`config.mk`:
```
export PLATFORM = sky130hd
export DESIGN_NAME = hepp_packet_port
export DESIGN_NICKNAME = d
export VERILOG_FILES = /design/src/verilog/hepp_hdr_decode.v /design/src/verilog/hepp_beat_stage.v /design/src/verilog/hepp_packet_port.v
export VERILOG_INCLUDE_DIRS = /design/src /design/src/verilog
export SDC_FILE = /design/constraint.sdc
export NUM_CORES = 1
export LEC_CHECK = 0
export ABC_AREA = 1
export BUFFER_PORTS_ARGS = -buffer_cell sky130_fd_sc_hd__buf_4
export CAP_MARGIN = 20
export CORE_AREA = 2 2 197 199
export CTS_BUF_LIST = sky130_fd_sc_hd__clkbuf_16
export CTS_CLUSTER_SIZE = 14
export DETAILED_ROUTE_END_ITERATION = 6
export DIE_AREA = 0 0 199 201
export PLACE_DENSITY = 0.56
export SETUP_SLACK_MARGIN = 0.1
export SLEW_MARGIN = 10
export SYNTH_ARGS = -nofsm -noshare
export SYNTH_HDL_FRONTEND = slang
export SYNTH_HIERARCHICAL = 1
export SYNTH_SLANG_ARGS = --single-unit
```
`constraint.sdc`:
```
create_clock -name ref_clk -period 1.86 [get_ports ref_clk]
set_clock_uncertainty 0.05 [all_clocks]
set_input_delay 0.279 -clock ref_clk [delete_from_list [all_inputs] [get_ports ref_clk]]
set_output_delay 0.279 -clock ref_clk [all_outputs]
set_load 0.02 [all_outputs]
```
`src/verilog/hepp_defs.vh`:
```
// constants for the header encoded packet port
`ifndef HEPP_DEFS_VH
`define HEPP_DEFS_VH
`define HEPP_TAG_HI 63
`define HEPP_TAG_LO 56
`define HEPP_FT_HI 55
`define HEPP_FT_LO 52
`define HEPP_TT_HI 51
`define HEPP_TT_LO 48
`define HEPP_PRIO_HI 46
`define HEPP_PRIO_LO 45
`define HEPP_CRF_BIT 44
`define HEPP_SIZE_HI 43
`define HEPP_SIZE_LO 36
`define HEPP_ERR_BIT 35
`define HEPP_ADDR_HI 33
`define HEPP_ADDR_LO 0
`define HEPP_INFO_HI 31
`define HEPP_INFO_LO 16
`define HEPP_MLEN_HI 63
`define HEPP_MLEN_LO 60
`define HEPP_MSEG_HI 59
`define HEPP_MSEG_LO 56
`define HEPP_MBOX_HI 9
`define HEPP_MBOX_LO 4
`define HEPP_LET_HI 1
`define HEPP_LET_LO 0
`define HEPP_FT_NREAD 4'h2
`define HEPP_FT_WRITE 4'h5
`define HEPP_FT_SWRITE 4'h6
`define HEPP_FT_MAINT 4'h8
`define HEPP_FT_DBELL 4'hA
`define HEPP_FT_MSG 4'hB
`define HEPP_FT_RESP 4'hD
`define HEPP_FT_FOUR 4'h4
`define HEPP_TT_MRD_REQ 4'h0
`define HEPP_TT_MWR_REQ 4'h1
`define HEPP_TT_MRD_RSP 4'h2
`define HEPP_TT_MWR_RSP 4'h3
`define HEPP_ST_DONE 4'h0
`define HEPP_RSVD_RD 1'b0
`define HEPP_RSVD_WR 1'b1
`define HEPP_ADDR_ERR 8'h01
`define HEPP_ADDR_STAT 8'h00
`define HEPP_ADDR_CTRL 8'h04
`define HEPP_ADDR_ENC 8'h08
`define HEPP_ADDR_DEC 8'h0C
`define HEPP_ADDR_DFIELD 8'h10
`define HEPP_CTRL_RST 32'h0000_007F
`endif

```
`src/verilog/hepp_hdr_decode.v`:
```
// header field checks on the first beat of a packet
`timescale 1ns/100ps
module hepp_hdr_decode (
  // header in
  input wire [63:0] header,
  input wire [5:0] formatEnable,
  // checks out
  output wire formatOk,
  output wire subtypeUsed,
  output wire maintOk,
  output wire [3:0] formatType
);
  `include "hepp_defs.vh"
  wire [3:0] tt;
  assign formatType = header[`HEPP_FT_HI:`HEPP_FT_LO];
  assign tt = header[`HEPP_TT_HI:`HEPP_TT_LO];
  assign formatOk =
    (formatType == `HEPP_FT_NREAD && formatEnable[0]) ||
    (formatType == `HEPP_FT_WRITE && formatEnable[1]) ||
    (formatType == `HEPP_FT_SWRITE && formatEnable[2]) ||
    (formatType == `HEPP_FT_DBELL && formatEnable[3]) ||
    (formatType == `HEPP_FT_MSG && formatEnable[4]) ||
    (formatType == `HEPP_FT_RESP && formatEnable[5]);
  assign subtypeUsed = (formatType == `HEPP_FT_NREAD) ||
    (formatType == `HEPP_FT_FOUR) || (formatType == `HEPP_FT_RESP);
  assign maintOk = (formatType == `HEPP_FT_MAINT) &&
    (tt <= `HEPP_TT_MWR_RSP);
endmodule // hepp_hdr_decode

```
`src/verilog/hepp_beat_stage.v`:
```
// one-entry register slice for a stream channel
`timescale 1ns/100ps
module hepp_beat_stage #(
  parameter DW = 64
) (
  // clock and reset
  input wire ref_clk,
  input wire rst,
  // upstream
  input wire sValid,
  output wire sReady,
  input wire [DW-1:0] sData,
  input wire [DW/8-1:0] sKeep,
  input wire sLast,
  input wire [31:0] sUser,
  // downstream
  output reg mValid,
  input wire mReady,
  output reg [DW-1:0] mData,
  output reg [DW/8-1:0] mKeep,
  output reg mLast,
  output reg [31:0] mUser
);
  assign sReady = !mValid || mReady;
  always @(posedge ref_clk) begin
    if (rst) begin
      mValid <= 1'b0;
      mData <= {DW{1'b0}};
      mKeep <= {(DW/8){1'b0}};
      mLast <= 1'b0;
      mUser <= 32'h0000_0000;
    end else if (sReady) begin
      mValid <= sValid;
      if (sValid) begin
        mData <= sData;
        mKeep <= sKeep;
        mLast <= sLast;
        mUser <= sUser;
      end
    end
  end
endmodule // hepp_beat_stage

```
`src/verilog/hepp_packet_port.v`:
```
// header encoded packet port: request path and response path
// Summary of operation
// - maintenance uses format 8, subtypes 0-3 for read/write request/response
// - a beat moves only when valid and ready are both high
// - last marks final beat of each packet
// - keep vector marks valid bytes of each beat
// - header alone on first beat, payload on later aligned beats
// - bits 55:52 format; only 2,5,6,A,B,D and maintenance 8, maybe a configured subset
// - bits 51:48 subtype, meaningful only for formats 2, 4, 13; maintOk also decodes it for maintenance format 8
// - bit 44 is the critical flow flag
// - bits 43:36 size minus one, 0-255 meaning 1-256 bytes
// - bit 35 error flag, only meaningful in responses
// - bits 33:0 byte address for addressed types
// - bits 31:16 doorbell information field
// - message count-1 in 63:60, segment-1 in 59:56
// - message mailbox in bits 9:4, upper bits reserved if multi-segment
// - message letter in bits 1:0
// - received response status reduced to error bit, clear only if done
`timescale 1ns/100ps
module hepp_packet_port #(
  parameter DW = 64
) (
  // clock and reset
  input wire ref_clk,
  input wire rst,
  // apb slave
  input wire psel,
  input wire penable,
  input wire pwrite,
  input wire [7:0] paddr,
  input wire [31:0] pwdata,
  output reg [31:0] prdata,
  output reg pready,
  output reg pslverr,
  // user request stream in
  input wire reqValid,
  output wire reqReady,
  input wire [DW-1:0] reqData,
  input wire [DW/8-1:0] reqKeep,
  input wire reqLast,
  input wire [31:0] reqUser,
  // request stream to link side
  output wire txValid,
  input wire txReady,
  output wire [DW-1:0] txData,
  output wire [DW/8-1:0] txKeep,
  output wire txLast,
  output wire [31:0] txUser,
  // received response from link side, raw status
  input wire rxValid,
  output reg rxReady,
  input wire [DW-1:0] rxData,
  input wire [DW/8-1:0] rxKeep,
  input wire rxLast,
  input wire [31:0] rxUser,
  input wire [3:0] rxStatus,
  // response stream to user
  output reg rspValid,
  input wire rspReady,
  output reg [DW-1:0] rspData,
  output reg [DW/8-1:0] rspKeep,
  output reg rspLast,
  output reg [31:0] rspUser
);
  `include "hepp_defs.vh"
  reg [31:0] ctrl;
  reg [7:0] errCount;
  reg [7:0] maintCount;
  reg reqInBody;
  reg rxInBody;
  reg [3:0] lastFormat;
  wire formatOk;
  wire subtypeUsed;
  wire maintOk;
  wire [3:0] reqFormat;
  wire stageReady;
  wire reqBeat;
  wire reqHdr;
  wire hdrBad;
  wire rxBeat;
  wire rspFree;
  wire next_rspValid;
  reg [DW-1:0] rxHdrBeat;
  wire apbAccess;

  hepp_hdr_decode u_dec (
    .header(reqData[63:0]),
    .formatEnable(ctrl[5:0]),
    .formatOk(formatOk),
    .subtypeUsed(subtypeUsed),
    .maintOk(maintOk),
    .formatType(reqFormat)
  );

  assign reqReady = stageReady;
  assign reqBeat = reqValid && stageReady;
  assign reqHdr = reqBeat && !reqInBody;
  // headers of a disabled or unknown format are counted, passed untouched
  assign hdrBad = reqHdr && !formatOk && !(ctrl[6] && maintOk);

  hepp_beat_stage #(.DW(DW)) u_stage (
    .ref_clk(ref_clk),
    .rst(rst),
    .sValid(reqValid),
    .sReady(stageReady),
    .sData(reqData),
    .sKeep(reqKeep),
    .sLast(reqLast),
    .sUser(reqUser),
    .mValid(txValid),
    .mReady(txReady),
    .mData(txData),
    .mKeep(txKeep),
    .mLast(txLast),
    .mUser(txUser)
  );

  // packet boundary tracking from last alone
  always @(posedge ref_clk) begin
    if (rst) begin
      reqInBody <= 1'b0;
      lastFormat <= 4'h0;
    end else if (reqBeat) begin
      reqInBody <= !reqLast;
      // header beat is first beat only
      if (reqHdr) begin
        lastFormat <= reqFormat;
      end
    end
  end

  always @* begin
    rxHdrBeat = rxData;
    rxHdrBeat[`HEPP_ERR_BIT] = rxStatus != `HEPP_ST_DONE;
  end
  assign rspFree = !rspValid || rspReady;
  assign rxBeat = rxValid && rxReady;
  assign next_rspValid = rxBeat || !rspFree;

  always @(posedge ref_clk) begin
    if (rst) begin
      rxReady <= 1'b0;
    end else begin
      // registered ready: only offered when the slot is empty next cycle,
      // which halves throughput but never overwrites a held beat
      rxReady <= !next_rspValid;
    end
  end

  always @(posedge ref_clk) begin
    if (rst) begin
      rspValid <= 1'b0;
      rspData <= {DW{1'b0}};
      rspKeep <= {(DW/8){1'b0}};
      rspLast <= 1'b0;
      rspUser <= 32'h0000_0000;
      rxInBody <= 1'b0;
    end else begin
      if (rspValid && rspReady) begin
        rspValid <= 1'b0;
      end
      // response beat taken when both high
      if (rxBeat) begin
        rspValid <= 1'b1;
        // error only written on header of response
        rspData <= rxInBody ? rxData : rxHdrBeat;
        rspKeep <= rxKeep;
        rspLast <= rxLast;
        rspUser <= rxUser;
        rxInBody <= !rxLast;
      end
    end
  end

  always @(posedge ref_clk) begin
    if (rst) begin
      errCount <= 8'h00;
      maintCount <= 8'h00;
    end else begin
      if (hdrBad && errCount != 8'hFF) begin
        errCount <= errCount + 8'h01;
      end
      if (reqHdr && maintOk && maintCount != 8'hFF) begin
        maintCount <= maintCount + 8'h01;
      end
    end
  end

  // apb: one wait state, pready registered high the cycle after the access cycle starts
  assign apbAccess = psel && penable && !pready;
  always @(posedge ref_clk) begin
    if (rst) begin
      ctrl <= `HEPP_CTRL_RST;
      prdata <= 32'h0000_0000;
      pready <= 1'b0;
      pslverr <= 1'b0;
    end else begin
      pready <= apbAccess;
      pslverr <= 1'b0;
      if (apbAccess) begin
        prdata <= 32'h0000_0000;
        case (paddr)
          `HEPP_ADDR_STAT: begin
            prdata <= {16'h0000, maintCount, errCount};
          end
          `HEPP_ADDR_CTRL: begin
            if (pwrite) begin
              ctrl <= {25'h0, pwdata[6:0]};
            end
            prdata <= ctrl;
          end
          `HEPP_ADDR_ENC: begin
            prdata <= {24'h0, reqInBody, rxInBody, 2'b00, lastFormat};
          end
          default: begin
            pslverr <= 1'b1;
          end
        endcase
      end
    end
  end
endmodule // hepp_packet_port

```
[After elaboration in Yosys (flattened, before gate mapping)]
Cells that the tools add are included.
Cells by class
  add/subtract/negate cells: 2
  order comparisons: 1
  equality and inequality tests: 11
  muxes and demuxes: 5
  bitwise gates (word level): 1
  reduce and logical (&&, ||, !) cells: 45
Operators with widths (count)
  $pmux 16 s3: 1
  $mux 36: 1
  $logic_and 1x1->1: 19
  $add 8x1->8 const B: 2
  $eq 4x4->1 const B: 4
  $ne 8x8->1 const B: 2
  $logic_not 1->1: 10
  $eq 4x3->1 const B: 2
  $eq 8x3->1 const B: 1
  $eq 8x4->1 const B: 1
  $logic_not 8->1: 1
  $logic_or 1x1->1: 8
  $eq 4x2->1 const B: 1
  $le 4x2->1 const B: 1
  $reduce_and 2->1: 2
  $reduce_bool 4->1: 1
  $mux 1: 3
  $reduce_and 3->1: 1
  $reduce_or 3->1: 1
  $reduce_bool 2->1: 1
  $reduce_or 2->1: 1
  $not 1->1: 1
Word-level totals
  bits in registers: 276
  input bits: 263
  output and inout port bits: 248
  logic and storage cells: 85

[Longest topological paths before layout]
Gate-level depths: netlist of the first run.
  depth after elaboration: 11
  depth in mapped cells: 13
  depth with buffers taken out: 12

[Hierarchy]
Netlist of the first run, hierarchy kept.
By module, submodules not included
  hepp_packet_port: instances 1, cells each 791, area an instance 5995.8 µm², sequential area each 3083.0 µm²
  hepp_beat_stage: instances 1, cells each 693, area an instance 4770.8 µm², sequential area each 2122.0 µm²
  hepp_hdr_decode: instances 1, cells each 34, area an instance 166.4 µm², sequential area each 0.0 µm²

[Worst setup path before layout of the first run]
OpenSTA, ideal clock, no wires.
  path type: reg-to-reg
  start: reg u_stage.mValid
  end: reg errCount[0]
  library setup time: 0.113 ns
  data arrival time: 1.532 ns
  data required time: 1.697 ns
  setup slack: 0.166 ns
  stages on the path, launching flop included: 13
  path buffers: 2
  clock period less this slack: 1.694 ns
  path through: dfxtp_1 -> nand2_4 -> buf_6 -> buf_6 -> nand2_1 -> inv_2 -> nand2_4 -> nor3_4 -> nand2_2 -> inv_2 -> nand2_1 -> nand2_1 -> nor2_1
Between the ends
  longest elaborated chain between the ends: 7
Ends and longest elaborated chain
  start, declared: line hepp_beat_stage.v:17  | output reg mValid,
  start signal, assigned: line hepp_beat_stage.v:33  | mValid <= sValid;
  $logic_not 1->1: line hepp_beat_stage.v:24  | assign sReady = !mValid || mReady;
  $logic_or 1x1->1: line hepp_beat_stage.v:24
  via reqReady: line hepp_packet_port.v:37  | output wire reqReady,
  $logic_and 1x1->1: line hepp_packet_port.v:96  | assign reqBeat = reqValid && stageReady;
  $logic_and 1x1->1: line hepp_packet_port.v:97  | assign reqHdr = reqBeat && !reqInBody;
  $logic_and 1x1->1 (2 in a row): line hepp_packet_port.v:99  | assign hdrBad = reqHdr && !formatOk && !(ctrl[6] && maintOk);
  $logic_and 1x1->1: line hepp_packet_port.v:180  | if (hdrBad && errCount != 8'hFF) begin
  end signal, assigned: line hepp_packet_port.v:181  | errCount <= errCount + 8'h01;
  end, declared: line hepp_packet_port.v:67  | reg [7:0] errCount;
The timed path passes the listed nets, and every way through them passes these cells.
A chain may end at the register's enable or synchronous reset.

[Worst setup path in the final report of the first run]
  start: reg u_stage.mValid
  end: out reqReady
Between the ends
  longest elaborated chain between the ends: 2
Ends and longest elaborated chain (line)
  $logic_not 1->1: hepp_beat_stage.v:24
  $logic_or 1x1->1: hepp_beat_stage.v:24
  end, declared: hepp_packet_port.v:37
No other way between the ends.

==> results.toml, run 1 <==
[grt]
busiest_layer = "met2"
grt_max_degree = 180
use_met1_pct = 21.4
grt_first_pass_wirelength_mm = 60.8
grt_pass1_vias = 11600
antenna_found_initial = 2
gr-usage-met3_pct = 6.47
use_met2_pct = 32.5
grt_use_total_pct = 18.9
grt_overflow = 0

[power]
power.total_mw = 14.7
power_density_nw_per_um2 = 818
ir_drop_uv = 642
p_leak_nw = 8.82

[setup_path]
start_kind = "flip-flop"
arrival_ns = 1.35
rr_endpoint = "maintCount[4]$_SDFFE_PP0P_"
setup.worst_path.class = "reg2out"
r2r.worst_path.cells = 8
cp.required_ns = 1.53
worstPathMaxFanout = 18
cp-end-kind = "output port"
timing.rr.start = "maintCount[0]$_SDFFE_PP0P_"
reg2reg_slack_ns = 0.31

[synthesis]
ys_warn_count = 6
netlist_area_sq_um = 10900
syn_inst = 1514
avgSynthCellArea_sq_um = 7.21

[cells_and_area]
multi_input_area_sq_um = 4520
syn_to_final_growth_pct = 64.5
design_area_sq_um = 18000
finalNetCount = 2425
drive_gt1_share_pct = 26.6
fillers = 3686
regArea_sq_um = 5210

[timing]
finalSetupViolCount = 0
finalCritPeriodShare_pct = 90.3
tightest_slew_ns = 0.804
rsz0062_at_grt = "no"
clock.fmax_mhz = 595
finalHoldViolCount = 0
slew_violations = 0
fin_hold_ws_ns = 0.0229
maxSlewHeadroom_pct = 46.4
setup_tns_ns = 0
fin_crit_ns = 1.68

[place]
hpwl_mm = 27.1
place_area_sq_um = 14900
port_buffers = 469
routabilityCongestion = 0.818

[clock_network]
cts_tree = "built"
cts_buffers = 29
cts-root-buf = "clkbuf_16"
clock_path_buffers = 3
clock-sinks = 260
htreeDepth = 1
path_clk_slew_ns = 0.06
post_cts_buffers = 0
clock_latency_ns = 0.56

[detailed_routing]
first_pass_iters = 5
wl_per_cell_microns = 14.7
final_antenna_net_count = 0
routed_via_density = 4.40
route.final.wire_length_mm = 39.5
via_count = 11900
first_iter_violations = 478
drc = 0

[run_status]
status = "completed"

[floorplanning]
die_area_sq_um = 40000
rows = 72
die_y_microns = 201
core_area_sq_um = 38100
start_util_pct = 28.6
top_level_ports = 511
die_width_microns = 199

[min_path]
min_path_type = "in2reg"
hp-start = "paddr[3]"
hold_end = "pslverr$_SDFF_PP0_"
hold_depth = 3

[job]
max_cap_violations = 0
-- report_power, final --
part | switching (mW) | internal [mW] | leakage (nW) | total, mW
Clock | 2.31 | 3.21 | 0.476 | 5.51
Sequential | 0.207 | 5.94 | 2.14 | 6.15
Combinational | 1.56 | 1.47 | 6.20 | 3.02
-- per-stage QoR --
step | std cells | setup WS [ns] | utilization (%)
after floorplan | 1529 | 0.166 | -
after global placement | 2433 | 0.134 | 39.0
after detailed placement | 2433 | 0.119 | 39.0
after CTS | 2697 | 0.110 | 47.0
after global routing | 2699 | 0.115 | 47.1
final | 2699 | 0.181 | 47.1
-- per-layer routing --
| metal | wire length [microns] | vias up |
|---|---|---|
| li1 | - | 6026 |
| met1 | 15700 | 5373 |
| met2 | 18700 | 418 |
| met3 | 3790 | 59 |
| met4 | 1370 | 2 |
| met5 | 13 | - |
-- repair_timing --
item | 4_1_cts | 5_1_grt
hold buffers | 212 | 0
resized for setup | 2 | 3
pin swaps | 0 | 0
setup endpoints to repair | 1 | 15
gates cloned | 1 | 1
endpoints found under the hold margin | 213 | 0
-- how the worst max path moves through the flow --
stage	from	end	slack, ns	cells past startpoint
2_1_floorplan	u_stage/mValid$_SDFFE_PP0P_	errCount[0]$_SDFFE_PP0P_	0.17	12
3_3_place_gp	reqData[55]	maintCount[0]$_SDFFE_PP0P_	0.13	12
3_5_place_dp	reqData[54]	maintCount[2]$_SDFFE_PP0P_	0.12	10
4_1_cts	u_stage/mValid$_SDFFE_PP0P_	reqReady	0.11	3
5_1_grt	u_stage/mValid$_SDFFE_PP0P_	reqReady	0.11	3
6_report	u_stage/mValid$_SDFFE_PP0P_	reqReady	0.18	3
-- registers in the layout, summed over array words and instances (netlist names), 7 cells and up --
| name | flops |
|---|---|
| ctrl | 7 |
| u_stage/mKeep | 8 |
| u_stage/mData | 64 |
| rspKeep | 8 |
| rspData | 64 |
| u_stage/mUser | 32 |
| errCount | 8 |
| prdata | 16 |
| maintCount | 8 |
| rspUser | 32 |
-- worst max-delay path, cell delays in order (launching register included) --
cell and delay, ns:
dfxtp_2 0.38, nand2_8 0.08, buf_16 0.17, buf_4 0.17
-- cell type report --
class | instances | area share (%)
multi-input combinational | 1006 | 25.2
clock buffer | 29 | 4.04
timing repair buffer | 719 | 34.2
tap | 518 | 3.61
antenna | 1 | 0.0139
clock inverter | 22 | 0.933
sequential | 260 | 29.0
inverter | 144 | 3.04
-- cell usage in the layout, fill, tap and decap left out, types with 2 or more instances in the layout --
cell and count:
inv_1 141, inv_2 9, bufinv_16 3, nor2_8 2, o211ai_1 2, conb_1 16
a21oi_1 135, ha_1 2, nor2_4 2, xnor2_1 3, buf_12 12, nand2_1 192
nor3_1 3, o21ai_0 124, clkbuf_16 30, nor2_1 358, nor3_4 2, clkinv_2 4
buf_4 491, clkinv_1 7, nand2_2 7, dfxtp_1 259, nand3_1 137, dlygate4sd3_1 212
nor2_2 3, nand2_4 4, xor2_1 5
No activity file was read; power rests on OpenSTA's default activity.
==> run 2: changes to the inputs <==
--- a/config.mk
+++ b/config.mk
@@ -9,12 +9,14 @@
 export ABC_AREA = 1
 export BUFFER_PORTS_ARGS = -buffer_cell sky130_fd_sc_hd__buf_4
 export CAP_MARGIN = 20
-export CORE_AREA = 2 2 197 199
+export CELL_PAD_IN_SITES_DETAIL_PLACEMENT = 0
+export CELL_PAD_IN_SITES_GLOBAL_PLACEMENT = 2
+export CORE_MARGIN = 2
+export CORE_UTILIZATION = 24
 export CTS_BUF_LIST = sky130_fd_sc_hd__clkbuf_16
 export CTS_CLUSTER_SIZE = 14
 export DETAILED_ROUTE_END_ITERATION = 6
-export DIE_AREA = 0 0 199 201
-export PLACE_DENSITY = 0.56
+export PLACE_DENSITY = 0.82
 export SETUP_SLACK_MARGIN = 0.1
 export SLEW_MARGIN = 10
 export SYNTH_ARGS = -nofsm -noshare
==> results.toml, run 2 (synthesis gave the netlist of run 1 again) <==
[power]
power.switching_mw = 4.37
power_density_nw_per_um2 = 878
sw_frac_of_total_pct = 28.2
p_leak_nw = 8.61
clkPwrFrac_pct = 41.6
pwr-share-comb_pct = 18.7
power.internal_mw = 11.1
p_seq_share_pct = 39.7
ir_drop_uv = 726

[place]
dpl_worst_slack_ns = 0.0647
hpwl_mm = 27.0
routabilityCongestion = 0.804
port_buffers = 469
dp_cells = 2508

[cells_and_area]
syn_to_final_growth_pct = 61.4
final_cells = 2727
layout_common_cells = "483 x buf_4, 358 x nor2_1, 259 x dfxtp_1, 192 x nand2_1, 156 x dlygate4sd3_1"
layout_commonest_cell = "buf_4"
n_antenna_cell = 0
reg_top3 = "rspData: 64 flops, u_stage/mData: 64 flops"
drive_gt1_share_pct = 27.3
finalNetCount = 2367

[setup_path]
timing.rr.start = "maintCount[0]$_SDFFE_PP0P_"
cp.required_ns = 1.53
worstPathMaxFanout = 27
reg2reg_slack_ns = 0.31
start_kind = "flip-flop"
rr_endpoint = "maintCount[4]$_SDFFE_PP0P_"
cp-end-kind = "output port"
r2r.worst_path.cells = 8
setup.worst_path.class = "reg2out"
arrival_ns = 1.33

[timing]
clock.fmax_mhz = 602
fin_crit_ns = 1.66
fin_hold_ws_ns = 0.0242
finalSetupViolCount = 0
slew_violations = 0
setup_tns_ns = 0
fin_ws_ns = 0.200
rsz0062_at_grt = "no"
finalHoldViolCount = 0
finalCritPeriodShare_pct = 89.3
maxSlewHeadroom_pct = 66.2
tightest_slew_ns = 0.507

[clock_network]
htreeDepth = 2
cts-root-buf = "clkbuf_16"
cts_buffers = 35
clock_path_buffers = 3
path_clk_slew_ns = 0.06
clock-sinks = 260
cts_tree = "built"
post_cts_buffers = 0
clock_latency_ns = 0.54

[min_path]
hp-start = "reqData[55]"
min_path_type = "in2reg"
hold_end = "lastFormat[3]$_SDFFE_PP0P_"
hold_depth = 3

[detailed_routing]
route.final.wire_length_mm = 39.5
final_antenna_net_count = 0
first_iter_violations = 542
via_count = 11600
drc = 0
first_pass_iters = 5
wl_per_cell_microns = 14.5
routed_via_density = 4.26

[floorplanning]
top_level_ports = 511
rows = 78
start_util_pct = 24.2
die_y_microns = 217
core_area_sq_um = 45100
die_area_sq_um = 47200
die_width_microns = 217

[job]
max_cap_violations = 0

[grt]
grt_max_degree = 105
grt_pass1_vias = 11000
grt_first_pass_wirelength_mm = 59.7
grt_use_total_pct = 15.8
antenna_found_initial = 1
grt_overflow = 0

[run_status]
status = "completed"
run 2: cell types whose count changed in the layout (fill, tap and decap cells not counted), moves of 2 or more:
cell	change
inv_1	-2
dlygate4sd3_1	-56
buf_4	-8
inv_2	-2
clkbuf_16	+7
clkinv_1	+4
run 2: area by class of cell:
| type | count | area, sq um |
|---|---|---|
| clock buffer | 36 | 901 |
| clock inverter | 26 | 183 |
| fill | 4778 | 27500 |
| inverter | 144 | 549 |
| multi-input combinational | 1006 | 4520 |
| sequential | 260 | 5210 |
| tap | 600 | 751 |
| timing repair buffer | 655 | 5510 |
run 2: what timing repair did:
action / in CTS / in global routing
endpoints found under the setup margin: 1 / 14
endpoints found under the hold margin: 157 / 0
gates cloned: 0 / 1
pin swaps: 0 / 0
hold buffers: 156 / 0
gates resized for setup: 2 / 3
run 2: metal layers:
metal | GRT usage [%] | vias up | share of wire (%) | wire (microns)
met4 | 4.77 | 2 | 2.4 | 948
met3 | 5.46 | 63 | 8.1 | 3190
met5 | 0 | - | 0.033 | 13
met2 | 25.8 | 376 | 46 | 18000
li1 | - | 5933 | - | -
met1 | 19.6 | 5255 | 44 | 17300
run 2: per-stage QoR:
stage	total power, mW	util [%]	area [sq um]
after floorplan	7.67	-	11000
after global placement	8.86	33.1	14900
after detailed placement	8.89	33.1	14900
after CTS	15.8	39.0	17600
after global routing	16.3	39.1	17600
final	15.5	39.1	17600
run 2: worst max-delay path by stage:
| stage | start | endpoint |
|---|---|---|
| after floorplan | u_stage/mValid$_SDFFE_PP0P_ | errCount[0]$_SDFFE_PP0P_ |
| after global placement | reqData[54] | maintCount[0]$_SDFFE_PP0P_ |
| after detailed placement | reqData[55] | maintCount[3]$_SDFFE_PP0P_ |
| after CTS | u_stage/mValid$_SDFFE_PP0P_ | reqReady |
| after global routing | reqData[52] | errCount[7]$_SDFFE_PP0P_ |
| final | u_stage/mValid$_SDFFE_PP0P_ | reqReady |
run 2: power groups by stage:
stage                     logic, mW  registers (mW)  clock network (mW)
after floorplan               0.994            6.67                   0
after global placement         2.61            6.25                   0
after detailed placement       2.63            6.27                   0
after CTS                      2.90            6.15                6.70
after global routing           3.16            6.19                6.92
final                          2.89            6.15                6.43
run 2: worst max-delay path, cell delays in order (launching register included):
cell	delay, ns
dfxtp_2	0.38
nand2_8	0.08
buf_16	0.18
buf_4	0.17
